**config.mk**
```make
export PLATFORM = sky130hd
export DESIGN_NAME = gpe_port
export DESIGN_NICKNAME = d
export VERILOG_FILES = /design/src/verilog/gpe_pkg.sv /design/src/verilog/gpe_port.sv
export VERILOG_INCLUDE_DIRS = /design/src /design/src/verilog
export SDC_FILE = /design/constraint.sdc
export NUM_CORES = 1
export LEC_CHECK = 0
export BUFFER_PORTS_ARGS = -buffer_cell sky130_fd_sc_hd__buf_2
export CORE_MARGIN = 2
export CORE_UTILIZATION = 59
export DETAILED_ROUTE_END_ITERATION = 10
export PLACE_DENSITY = 0.9
export SYNTH_ARGS = -nofsm -noshare
export SYNTH_HDL_FRONTEND = slang
export SYNTH_SLANG_ARGS = --single-unit
```
**constraint.sdc**
```tcl
create_clock -name ref_clk -period 4.3 [get_ports ref_clk]
set_input_delay 0.215 -clock ref_clk [delete_from_list [all_inputs] [get_ports ref_clk]]
set_output_delay 0.215 -clock ref_clk [all_outputs]
set_load 0.1 [all_outputs]
```
**src/verilog/gpe_regs.svh**
```systemverilog
/*
 * Register map, reset values and bus constants of the 8-bit GPIO port.
 * Assumes byte addressing on a 32-bit Avalon-MM slave, one word each.
 */
`ifndef GPE_REGS_SVH
`define GPE_REGS_SVH

// ****************************************************************
// Register byte offsets
// ****************************************************************
`define GPE_OFF_DATA   6'h00
`define GPE_OFF_OE     6'h04
`define GPE_OFF_FUNC1  6'h08
`define GPE_OFF_FUNC2  6'h0c
`define GPE_OFF_OD     6'h28
`define GPE_OFF_PUP    6'h2c
`define GPE_OFF_PDN    6'h30
`define GPE_OFF_IE     6'h38
`define GPE_OFF_STAT   6'h3c
`define GPE_OFF_MASK   6'h34

// ****************************************************************
// Reset values and field layout
// ****************************************************************
`define GPE_RST_BYTE   8'h00
`define GPE_FUNC2_MASK 8'hd4
`define GPE_PIN_SCLK   2
`define GPE_PIN_EXTERNAL_INTERRUPT_5   4
`define GPE_PIN_EXTERNAL_INTERRUPT_6   6
`define GPE_PIN_EXTERNAL_INTERRUPT_7   7

`endif

```
**src/verilog/gpe_pkg.sv**
```systemverilog
/*
 * Types shared by the GPIO port: bus states and peripheral carriers.
 * Assumes peripherals sit on the same clock as the port.
 */
`default_nettype none

package gpe_pkg;

	// Bus slave state: idle or answering
	typedef enum logic [0:0] {
		GPE_BUS_IDLE = 1'b0,
		GPE_BUS_ACK  = 1'b1
	} gpe_bus_e;

	// Signals the peripherals drive toward the pins
	typedef struct packed {
		logic tx;
		logic sclk_out;
		logic sclk_oe;
		logic tmr4_out;
		logic tmr2_out;
		logic tmr3_out;
	} gpe_alt_out_s;

	// Signals the pins deliver to the peripherals
	typedef struct packed {
		logic rx;
		logic sclk_in;
		logic cts;
		logic tmr2_in;
		logic tmr3_in;
	} gpe_alt_in_s;

endpackage

`default_nettype wire

```
**src/verilog/gpe_port.sv**
```systemverilog
/*
 * Eight-pin GPIO port with two function-select registers, open-drain,
 * pulls, input gating, external interrupt lines and a change interrupt.
 * Assumes pads resolve pin_out/pin_oe and pulls; stop_mode and
 * drive_stop come from the clock control block on ref_clk.
 */
// Summary of operation
// Eight pins, each input or output
// Reset leaves pins plain, everything disabled
// Both function bits zero means GPIO
// Software never sets two function bits
// Selected interrupt survives STOP with drive-off
// Outside STOP, enabled input reaches interrupts
// Software disables unused interrupt inputs
// Data register, low byte, upper zero
// Output enable bit per pin
// First function register alternate map
// Second function register, bits 5,3,1,0 zero
// Open-drain select per pin
// Pull-up enable per pin
// Pull-down register at its offset
// Input enable register gates input buffer
// Pull-down bit one enables
// Input enable bit one enables
`default_nettype none
`include "gpe_regs.svh"

module gpe_port (
	input  wire logic                  ref_clk,
	input  wire logic                  rst_n,
	input  wire logic [5:0]            address,
	input  wire logic                  read,
	input  wire logic                  write,
	input  wire logic [31:0]           writedata,
	input  wire logic [3:0]            byteenable,
	output var  logic [31:0]           readdata,
	output var  logic                  waitrequest,
	input  wire logic [7:0]            pin_in,
	output var  logic [7:0]            pin_out,
	output var  logic [7:0]            pin_oe,
	output var  logic [7:0]            pull_up_en,
	output var  logic [7:0]            pull_dn_en,
	input  wire gpe_pkg::gpe_alt_out_s alt_out,
	output var  gpe_pkg::gpe_alt_in_s  alt_in,
	output var  logic [2:0]            ext_int,
	input  wire logic                  stop_mode,
	input  wire logic                  drive_stop,
	output var  logic                  irq
);
	import gpe_pkg::*;

	// ****************************************************************
	// Declarations
	// ****************************************************************
	logic [7:0]  data_r;      // Output latch
	logic [7:0]  oe_r;        // Output driver enables
	logic [7:0]  func1_r;     // First function select
	logic [7:0]  func2_r;     // Second function select
	logic [7:0]  od_r;        // Open-drain select
	logic [7:0]  pup_r;       // Pull-up enables
	logic [7:0]  pdn_r;       // Pull-down enables
	logic [7:0]  ie_r;        // Input buffer enables
	logic [7:0]  stat_r;      // Sticky change events
	logic [7:0]  mask_r;      // Interrupt mask
	logic [7:0]  sync1_r;     // First synchroniser stage
	logic [7:0]  sync2_r;     // Second synchroniser stage
	logic [7:0]  prev_r;      // Last gated pin level
	logic [7:0]  gated;       // Pin levels behind the input buffer
	logic [7:0]  events;      // Change events this cycle
	logic [7:0]  alt_use;     // Pin driven by a peripheral
	logic [7:0]  alt_val;     // Peripheral drive value
	logic [7:0]  alt_en;      // Drive enable: oe_r, or sclk_oe on pin 2 under SCLK
	logic [7:0]  pin_out_nxt; // Next pad data
	logic [7:0]  pin_oe_nxt;  // Next pad enable
	logic [7:0]  rd_mux;      // Read data before capture
	logic [7:0]  stat_nxt;    // Next status
	logic [7:0]  stat_cap_r;  // Status bits handed to software
	logic [2:0]  int_nxt;     // Next external interrupt lines
	logic        drv_off;     // STOP with pins released
	logic        wr_go;       // Write completes this edge
	logic        rd_stat;     // Status read completes this edge
	gpe_bus_e    bus_r;       // Bus slave state

	// Register hit decode, used by reads and writes alike
	function automatic logic hit(input logic [5:0] a,
		input logic [5:0] off);
		hit = (a == off);
	endfunction

	// ****************************************************************
	// Avalon-MM slave: one wait cycle, then the answer
	// ****************************************************************
	// The answer phase always lasts one cycle, so the master never
	// sees a result built from a half-finished access.
	assign wr_go   = write & (bus_r == GPE_BUS_ACK) & byteenable[0];
	assign rd_stat = read & (bus_r == GPE_BUS_ACK)
		& hit(address, `GPE_OFF_STAT);

	// Handshake state and waitrequest
	always_ff @(posedge ref_clk) begin
		if (!rst_n) begin
			bus_r       <= GPE_BUS_IDLE;
			waitrequest <= 1'b1;
		end else if (bus_r == GPE_BUS_IDLE && (read | write)) begin
			bus_r       <= GPE_BUS_ACK;
			waitrequest <= 1'b0;
		end else begin
			// Release after one answer cycle
			bus_r       <= GPE_BUS_IDLE;
			waitrequest <= 1'b1;
		end
	end

	// Read multiplexer; unmapped offsets read as zero
	always_comb begin
		rd_mux = 8'h00;
		case (address)
			`GPE_OFF_DATA:  rd_mux = (ie_r & sync2_r) | (~ie_r & data_r);
			`GPE_OFF_OE:    rd_mux = oe_r;
			`GPE_OFF_FUNC1: rd_mux = func1_r;
			`GPE_OFF_FUNC2: rd_mux = func2_r;
			`GPE_OFF_OD:    rd_mux = od_r;
			`GPE_OFF_PUP:   rd_mux = pup_r;
			`GPE_OFF_PDN:   rd_mux = pdn_r;
			`GPE_OFF_IE:    rd_mux = ie_r;
			`GPE_OFF_STAT:  rd_mux = stat_r;
			`GPE_OFF_MASK:  rd_mux = mask_r;
			default:        rd_mux = 8'h00;
		endcase
	end

	// Read data captured in the wait cycle, upper bits zero
	always_ff @(posedge ref_clk) begin
		if (!rst_n) begin
			readdata   <= 32'h0000_0000;
			stat_cap_r <= `GPE_RST_BYTE;
		end else if (bus_r == GPE_BUS_IDLE && read) begin
			readdata   <= {24'h00_0000, rd_mux};
			stat_cap_r <= hit(address, `GPE_OFF_STAT) ? stat_r : 8'h00;
		end
	end

	// ****************************************************************
	// Configuration registers
	// ****************************************************************
	// Everything comes up disabled: plain port, no drive, no pulls
	always_ff @(posedge ref_clk) begin
		if (!rst_n) begin
			data_r  <= `GPE_RST_BYTE;
			oe_r    <= `GPE_RST_BYTE;
			func1_r <= `GPE_RST_BYTE;
			func2_r <= `GPE_RST_BYTE;
			od_r    <= `GPE_RST_BYTE;
			pup_r   <= `GPE_RST_BYTE;
			pdn_r   <= `GPE_RST_BYTE;
			ie_r    <= `GPE_RST_BYTE;
			mask_r  <= `GPE_RST_BYTE;
		end else if (wr_go) begin
			// Only the low byte lane carries register bits
			if (hit(address, `GPE_OFF_DATA))
				data_r <= writedata[7:0];
			if (hit(address, `GPE_OFF_OE))
				oe_r <= writedata[7:0];
			if (hit(address, `GPE_OFF_FUNC1))
				func1_r <= writedata[7:0];
			if (hit(address, `GPE_OFF_FUNC2))
				func2_r <= writedata[7:0] & `GPE_FUNC2_MASK;
			if (hit(address, `GPE_OFF_OD))
				od_r <= writedata[7:0];
			if (hit(address, `GPE_OFF_PUP))
				pup_r <= writedata[7:0];
			if (hit(address, `GPE_OFF_PDN))
				pdn_r <= writedata[7:0];
			if (hit(address, `GPE_OFF_IE))
				ie_r <= writedata[7:0];
			if (hit(address, `GPE_OFF_MASK))
				mask_r <= writedata[7:0];
		end
	end

	// ****************************************************************
	// Pin input path
	// ****************************************************************
	// Two-stage synchroniser; only the second stage is read
	always_ff @(posedge ref_clk) begin
		if (!rst_n) begin
			sync1_r <= 8'h00;
			sync2_r <= 8'h00;
		end else begin
			sync1_r <= pin_in;
			sync2_r <= sync1_r;
		end
	end

	// Disabled input buffers read low, so floating pins stay quiet
	assign gated   = sync2_r & ie_r;
	assign drv_off = stop_mode & drive_stop;

	// ****************************************************************
	// Peripheral routing
	// ****************************************************************
	// Output-type alternates per pin; input-type pins drive the latch under oe_r.
	// Overlapping selects are undefined; here the first function drives the pin and both input functions see its level.
	always_comb begin
		alt_use = 8'h00;
		alt_val = 8'h00;
		alt_en  = oe_r;
		alt_use[0] = func1_r[0];
		alt_val[0] = alt_out.tx;
		alt_use[2] = func1_r[`GPE_PIN_SCLK];
		alt_val[2] = alt_out.sclk_out;
		alt_en[2]  = func1_r[`GPE_PIN_SCLK] ? alt_out.sclk_oe : oe_r[2];
		alt_use[3] = func1_r[3];
		alt_val[3] = alt_out.tmr4_out;
		alt_use[5] = func1_r[5];
		alt_val[5] = alt_out.tmr2_out;
		alt_use[7] = func1_r[7];
		alt_val[7] = alt_out.tmr3_out;
	end

	// Input alternates: selected pin level, else idle zero
	always_ff @(posedge ref_clk) begin
		if (!rst_n) begin
			alt_in <= '0;
		end else begin
			alt_in.rx      <= func1_r[1] & gated[1];
			alt_in.sclk_in <= func1_r[2] & gated[2];
			alt_in.cts     <= func2_r[2] & gated[2];
			alt_in.tmr2_in <= func1_r[4] & gated[4];
			alt_in.tmr3_in <= func1_r[6] & gated[6];
		end
	end

	// ****************************************************************
	// Pad drive, one slice per pin
	// ****************************************************************
	// Open-drain only pulls low; a high is left to the pull or bus.
	genvar gi;
	generate
		for (gi = 0; gi < 8; gi++) begin : g_pad
			logic val;
			// Both selects zero means the latch drives the pin
			assign val = alt_use[gi] ? alt_val[gi] : data_r[gi];
			assign pin_oe_nxt[gi] = alt_en[gi] & ~drv_off
				& (~od_r[gi] | ~val);
			assign pin_out_nxt[gi] = od_r[gi] ? 1'b0 : val;
		end
	endgenerate

	// Pad outputs and pulls leave through flip-flops
	always_ff @(posedge ref_clk) begin
		if (!rst_n) begin
			pin_out    <= 8'h00;
			pin_oe     <= 8'h00;
			pull_up_en <= 8'h00;
			pull_dn_en <= 8'h00;
		end else begin
			pin_out    <= pin_out_nxt;
			pin_oe     <= pin_oe_nxt;
			pull_up_en <= pup_r;
			pull_dn_en <= pdn_r;
		end
	end

	// ****************************************************************
	// External interrupt lines
	// ****************************************************************
	// Running: enabled input alone passes, whatever the selects say.
	// Stopped with pins released: also needs the interrupt function.
	always_comb begin
		int_nxt[0] = gated[`GPE_PIN_EXTERNAL_INTERRUPT_5]
			& (~drv_off | func2_r[`GPE_PIN_EXTERNAL_INTERRUPT_5]);
		int_nxt[1] = gated[`GPE_PIN_EXTERNAL_INTERRUPT_6]
			& (~drv_off | func2_r[`GPE_PIN_EXTERNAL_INTERRUPT_6]);
		int_nxt[2] = gated[`GPE_PIN_EXTERNAL_INTERRUPT_7]
			& (~drv_off | func2_r[`GPE_PIN_EXTERNAL_INTERRUPT_7]);
	end

	// Registered toward the interrupt controller
	always_ff @(posedge ref_clk) begin
		if (!rst_n)
			ext_int <= 3'b000;
		else
			ext_int <= int_nxt;
	end

	// ****************************************************************
	// Change status and interrupt
	// ****************************************************************
	assign events = gated ^ prev_r;

	// Last gated level, for change detection
	always_ff @(posedge ref_clk) begin
		if (!rst_n)
			prev_r <= 8'h00;
		else
			prev_r <= gated;
	end

	// A read clears only the bits it returned; new events always set
	assign stat_nxt = (rd_stat ? (stat_r & ~stat_cap_r) : stat_r)
		| events;

	// Sticky status
	always_ff @(posedge ref_clk) begin
		if (!rst_n)
			stat_r <= 8'h00;
		else
			stat_r <= stat_nxt;
	end

	// Level interrupt while any unmasked status bit stands
	always_ff @(posedge ref_clk) begin
		if (!rst_n)
			irq <= 1'b0;
		else
			irq <= |(stat_nxt & mask_r);
	end

	// ****************************************************************
	// Assertions
	// ****************************************************************
	a_reset_quiet: assert property (
		@(posedge ref_clk) disable iff (!rst_n)
		$rose(rst_n) |-> pin_oe == 8'h00 && ie_r == 8'h00)
		else $error("pins not released after reset");

	a_func2_zeros: assert property (
		@(posedge ref_clk) disable iff (!rst_n)
		(func2_r & ~`GPE_FUNC2_MASK) == 8'h00)
		else $error("reserved select bits set");

	a_data_upper: assert property (
		@(posedge ref_clk) disable iff (!rst_n)
		!waitrequest |-> readdata[31:8] == 24'h00_0000)
		else $error("upper read bits not zero");

	a_gpio_drive: assert property (
		@(posedge ref_clk) disable iff (!rst_n)
		(func1_r[0] == 1'b0 && oe_r[0] && !od_r[0] && !drv_off)
		|=> pin_oe[0] && pin_out[0] == $past(data_r[0]))
		else $error("plain pin not driven from latch");

	a_od_high: assert property (
		@(posedge ref_clk) disable iff (!rst_n)
		od_r[1] && !func1_r[1] && data_r[1] |=> !pin_oe[1])
		else $error("open drain drives high");

	a_stop_int: assert property (
		@(posedge ref_clk) disable iff (!rst_n)
		drv_off && !func2_r[7] |=> !ext_int[2])
		else $error("unselected interrupt passed in stop");

	a_run_int: assert property (
		@(posedge ref_clk) disable iff (!rst_n)
		!drv_off && ie_r[6] |=> ext_int[1] == $past(sync2_r[6]))
		else $error("enabled input missed interrupt line");

	a_ie_write: assert property (
		@(posedge ref_clk) disable iff (!rst_n)
		wr_go && hit(address, `GPE_OFF_IE)
		|=> ie_r == $past(writedata[7:0]))
		else $error("input enable write lost");

	a_wait_one: assert property (@(posedge ref_clk) disable iff (!rst_n)
		(read || write) && waitrequest && bus_r == GPE_BUS_IDLE
		|=> !waitrequest ##1 waitrequest)
		else $error("answer not one cycle after request");

	a_irq_level: assert property (@(posedge ref_clk) disable iff (!rst_n)
		|(stat_r & mask_r) && !rd_stat |=> irq)
		else $error("pending unmasked event without irq");

endmodule

`default_nettype wire

```
==> impl_metrics.env, run 1 <==
export IMPL_status="completed"
export IMPL_ios=136
export IMPL_root_buffer="clkbuf_8"
export IMPL_wl_per_cell_um=20.01
export IMPL_maxCapViolCount=0
export IMPL_slew_violations=0
export IMPL_cts_buffers_inserted=17
export IMPL_r2r_end="ie_r[1]"
export IMPL_path_cells="nand3_1, nor3_2, mux2i_1, nor2_1"
export IMPL_cp_data_required_time_ps=4700
export IMPL_cts_setup_buffers=0
export IMPL_dpl_hpwl_mm=12.47
export IMPL_final_common_cell="dfxtp_1"
export IMPL_antenna_cells=0
export IMPL_fp_row_count=38
export IMPL_final_cell_mix="dfxtp_1, buf_2, mux2i_1"
export IMPL_final_cell_count_no_fill=926
export IMPL_worst_path_buf_inv=0
export IMPL_cts_max_level=4
export IMPL_criticalPathCategory="register to register"
export IMPL_clk_pin_slew_ps=60
export IMPL_cts_sinks=159
export IMPL_synth_top_area_cell="dfxtp_1"
export IMPL_max_slew_margin_rel_pct=13.80
export IMPL_ys_flop_type="dfxtp_1"
export IMPL_worstMarginPinSlew_ps=1290
export IMPL_gp_congestion=0.9596
export IMPL_slowest_delay_ps=950
export IMPL_die_y_um=109.9
export IMPL_holdCritStartpoint="alt_out[1]"
export IMPL_power_leakage_nw=3.329
export IMPL_routed_via_density=6.004
export IMPL_ant_nets=0
export IMPL_r2r_start="bus_r"
export IMPL_remaining_drc_errors=0
export IMPL_grt_pass1_vias=5165
export IMPL_drive_gt1_share_pct=18.32
export IMPL_p_total_w=0.003217
export IMPL_dp_cells=885
export IMPL_fin_nets=837
export IMPL_tns_ps=0
export IMPL_vdd_drop_max_uv=362.5
export IMPL_crit_family="simple AND/OR/NAND/NOR gates"
export IMPL_final_area_mm2=0.007716
export IMPL_antenna_found_initial=0
export IMPL_rsz0062_at_grt="false"
export IMPL_slowest_stage="nor3_2"
export IMPL_hold_path_depth=3
export IMPL_firstDrtPassIters=6
export IMPL_wl_mm=18.53
export IMPL_port_buffer_count=84
export IMPL_period_needed_ps=2239
export IMPL_drtIter0Drc=790
export IMPL_reg2reg_depth=4
export IMPL_dieArea_mm2=0.01209
export IMPL_grt_pass1_wl_mm=28.15
export IMPL_grt_usage_pct=31.92
export IMPL_hold_violations=0
export IMPL_yosysSeqAreaShare_pct=48.06
export IMPL_start_kind="register"
export IMPL_hold_path_class="input pin to register"
export IMPL_die_x_um=109.9
export IMPL_placed_area_mm2=0.007012
export IMPL_timing_final_crit_share_pct=52.07
export IMPL_yosysUniqueCellTypes=54
export IMPL_ys_ff_latch=159
export IMPL_yosysTopAreaCellShare_pct=48.06
export IMPL_clock_latency_ps=540
export IMPL_cp_end_kind="register"
export IMPL_setup_viol=0
export IMPL_synthArstFlopShare_pct=0
export IMPL_pre_cts_slack_ps=1859
export IMPL_r2r_setup_slack_ps=2060
export IMPL_crit_arrival_ps=2630
export IMPL_dr_total_vias=5560
export IMPL_synth_edf_count=0
export IMPL_fmax_mhz=446.6
export IMPL_clock_path_buffers=2
export IMPL_start_util_pct=60.83
export IMPL_powerDensity_mw_per_mm2=416.9
export IMPL_syn_inst=699
export IMPL_whs_endpoint="pin_oe[5]"
export IMPL_core_area_mm2=0.01089
export IMPL_area_growth_pct=16.51
export IMPL_grt_max_degree=67
export IMPL_synth_area_leaders="dfxtp_1, mux2i_1, nor2_1"
export IMPL_yosys_warnings=0
export IMPL_syn_cell_area_mm2=0.006623
export IMPL_tritoncts="yes"
export IMPL_gr_total_overflow=0
export IMPL_clock_skew_ps=7.837
export IMPL_avgSynthCellArea_um2=9.474
export IMPL_setup_ws_ps=2061
export IMPL_crit_fanout=8
export IMPL_fillers=798
-- power breakdown --
part           internal (W)  switching [W]
combinational     0.0000361       0.000186
clock              0.000925       0.000582
sequential          0.00148     0.00000509
total               0.00244       0.000773
-- routing by layer --
layer  GRT usage, %  vias to the layer above  wire length (um)
met5              0                        -                 0
met1          41.58                     2652              7319
met4          15.91                        0               717
li1               -                     2531                 -
met2          49.34                      321              8602
met3          7.825                       56              1888
-- Yosys cell counts (all sizes together) (14+ instances only) --
| library cell | number |
|---|---|
| dfxtp | 159 |
| mux2i | 81 |
| nor2 | 80 |
| and2 | 46 |
| nand2 | 40 |
| nand3 | 38 |
| clkbuf | 36 |
| buf | 30 |
| a21oi | 18 |
| inv | 16 |
| o21ai | 16 |
| mux2 | 14 |
-- layout make-up --
class,instances,area [um2],area share [%]
flip-flops and latches,159,3183,41.25
inverters,16,60.06,0.7783
clock buffers,21,459.2,5.951
multi-input cells,481,3136,40.64
clock inverters,9,135.1,1.751
well taps,140,175.2,2.270
repair buffers,100,568.0,7.362
-- worst register-to-register path, delay by kind of cell (launching register included) --
kind	cells	cell delay, ps
simple gates	3	1410
flops	1	410
mux	1	270
-- kinds of logic (layout without fill, tap and decap cells) --
logic type | count (synthesis) | count (layout) | share of synthesized area, %
mux | 95 | 95 | 14.62
buf+inv | 82 | 146 | 6.178
xor+xnor | 8 | 8 | 1.058
compound gates | 81 | 81 | 8.559
flops | 159 | 159 | 48.06
other cells | 1 | 24 | 0.05662
simple gates | 273 | 273 | 21.46
-- what timing repair did --
action | 4_1_cts | 5_1_grt
endpoints found under the hold margin | 11 | 0
hold buffers | 11 | 0
gates resized for setup | 0 | 0
-- worst max-delay path by stage --
stage	slack, ps	from	depth (start not counted)	to
2_1_floorplan	2620	address[1]	5	pup_r[7]
3_3_place_gp	1950	rst_n	4	pin_oe[1]
3_5_place_dp	1860	rst_n	5	pin_oe[5]
4_1_cts	2100	bus_r	4	ie_r[5]
5_1_grt	1950	bus_r	4	ie_r[1]
6_report	2060	bus_r	4	ie_r[1]
-- metrics by stage --
step | hold WS [ps] | util (%)
floorplan | 342.3 | -
CTS | 2.983 | 70.87
global placement | 417.7 | 64.40
detailed placement | 418.4 | 64.40
finish | 9.558 | 70.87
global route | 6.630 | 70.87
(Power assumes the default switching activity.)
==> inputs of run 2 (changes only) <==
--- a/config.mk
+++ b/config.mk
@@ -8,9 +8,9 @@
 export LEC_CHECK = 0
 export BUFFER_PORTS_ARGS = -buffer_cell sky130_fd_sc_hd__buf_2
 export CORE_MARGIN = 2
-export CORE_UTILIZATION = 59
+export CORE_UTILIZATION = 55
 export DETAILED_ROUTE_END_ITERATION = 10
-export PLACE_DENSITY = 0.9
+export PLACE_DENSITY = 0.85
 export SYNTH_ARGS = -nofsm -noshare
 export SYNTH_HDL_FRONTEND = slang
 export SYNTH_SLANG_ARGS = --single-unit
==> constraint.sdc (replaced) <==
create_clock -name ref_clk -period 2.26 [get_ports ref_clk]
set_input_delay 0.113 -clock ref_clk [delete_from_list [all_inputs] [get_ports ref_clk]]
set_output_delay 0.113 -clock ref_clk [all_outputs]
set_load 0.1 [all_outputs]
==> run 2 against run 1 <==
- the flow now finishes with violations (hold timing)
- power is 86% higher
- critical endpoint is now func1_r[1]
- clock power grew 79%
- combinational power grew 98%
- die area grew 7.0%
- maximum frequency increased by 20%
- final cell count increased by 3.0%
- highest routed layer unchanged
- hold slack worse by 10 ps
- non-clock buffer count grew 21
==> impl_metrics.env, run 2 (same netlist as run 1, synthesis figures left out) <==
export IMPL_grt_pass1_vias=5503
export IMPL_cts_max_level=4
export IMPL_clk_pin_slew_ps=60
export IMPL_start_kind="register"
export IMPL_cts_buffers_inserted=17
export IMPL_final_cell_count_no_fill=954
export IMPL_drtIter0Drc=596
export IMPL_clock_path_buffers=2
export IMPL_die_x_um=113.7
export IMPL_max_slew_margin_rel_pct=46.98
export IMPL_cts_sinks=159
export IMPL_dieArea_mm2=0.01293
export IMPL_crit_arrival_ps=2160
export IMPL_hold_path_class="input pin to register"
export IMPL_crit_fanout=8
export IMPL_gr_total_overflow=0
export IMPL_dr_total_vias=5658
export IMPL_hold_worst_slack_ps=-0.7283
export IMPL_dp_cells=915
export IMPL_grt_usage_pct=29.79
export IMPL_cts_resized=0
export IMPL_violations="hold timing"
export IMPL_grt_max_degree=95
export IMPL_antenna_found_initial=0
export IMPL_rsz0062_at_grt="false"
export IMPL_clock_skew_ps=5.796
export IMPL_tns_ps=0
export IMPL_slew_violations=0
export IMPL_setup_viol=0
export IMPL_fillers=912
export IMPL_vdd_drop_max_uv=555.9
export IMPL_ios=136
export IMPL_power_leakage_nw=3.426
export IMPL_fmax_mhz=534.6
export IMPL_final_cell_mix="dfxtp_1, buf_2, mux2i_1"
export IMPL_grt_pass1_wl_mm=29.10
export IMPL_port_buffer_count=84
export IMPL_tritoncts="yes"
export IMPL_hold_violations=1
export IMPL_fp_row_count=40
export IMPL_routed_via_density=5.931
export IMPL_criticalPathCategory="register to register"
export IMPL_gp_congestion=0.9560
export IMPL_cp_data_required_time_ps=2550
export IMPL_fin_nets=858
export IMPL_remaining_drc_errors=0
export IMPL_core_area_mm2=0.01186
export IMPL_wl_per_cell_um=19.77
export IMPL_cts_setup_buffers=0
export IMPL_antenna_cells=0
export IMPL_powerDensity_mw_per_mm2=760.9
export IMPL_drive_gt1_share_pct=20.32
export IMPL_period_needed_ps=1871
export IMPL_status="complete, but fails checks"
export IMPL_wl_mm=18.86
export IMPL_timing_final_crit_share_pct=82.77
export IMPL_area_growth_pct=18.53
export IMPL_maxCapViolCount=0
export IMPL_die_y_um=113.7
export IMPL_clock_latency_ps=420
export IMPL_ant_nets=0
export IMPL_start_util_pct=55.83
export IMPL_final_common_cell="dfxtp_1"
export IMPL_firstDrtPassIters=8
export IMPL_dpl_hpwl_mm=12.99
export IMPL_worstMarginPinSlew_ps=795.3
export IMPL_root_buffer="clkbuf_16"
export IMPL_cp_end_kind="register"
## run 2: through the flow
| step | utilization (%) | hold slack (ps) | total power, W | setup slack (ps) | instance area [um2] |
|---|---|---|---|---|---|
| final | 66.18 | -0.7283 | 0.005973 | 389.3 | 7850 |
| after floorplan | - | 240.3 | 0.003229 | 581.8 | 6709 |
| after CTS | 66.18 | 0.1518 | 0.005995 | 438.9 | 7850 |
| after detailed placement | 60.70 | 321.1 | 0.003307 | 419.5 | 7199 |
| after global routing | 66.18 | 21.59 | 0.006140 | 285.4 | 7850 |
| after global placement | 60.70 | 319.1 | 0.003304 | 474.0 | 7199 |
## run 2: layout make-up
cell class                      instances  area (um2)  area share [%]
Sequential cell                       159        3183           40.55
Timing Repair Buffer                  121       733.2           9.340
Tap cell                              147       183.9           2.343
Clock inverter                          5       55.05          0.7013
Clock buffer                           25       505.5           6.439
Inverter                               16       60.06          0.7651
Multi-Input combinational cell        481        3129           39.86
## run 2: worst max-delay path, cell delays in order, from the launching register on
cell and delay, ps:
dfxtp_1 460, nand3_1 410, nor3_4 300, buf_4 260, mux2i_1 240, nor2_1 60
## run 2: layer usage
metal	track usage (%)	wire, um	part of all wire (%)
met1	36.65	7311	39
met2	48.82	8938	47
met3	6.323	1554	8.2
met4	16.75	1053	5.6
met5	0	0	0
## run 2: repair_timing
item,CTS,global route
hold endpoints to repair,9,0
setup endpoints to repair,0,0
hold buffers,9,0
## run 2: final timing paths
check                           startpoint          to  slack [ps]  depth (start not counted)
worst min-delay path            alt_out[5]  pin_out[0]        -0.7                          3
worst max register to register       bus_r  func1_r[1]         390                          5
worst min register to register  sync1_r[5]  sync2_r[5]         430                          1
worst max-delay path                 bus_r  func1_r[1]         390                          5
## run 2: power by group
group	switching [W]	internal, W	total, W
logic	0.000357	0.0000827	0.000440
registers	0.0000101	0.00282	0.00283
clock network	0.00106	0.00164	0.00270
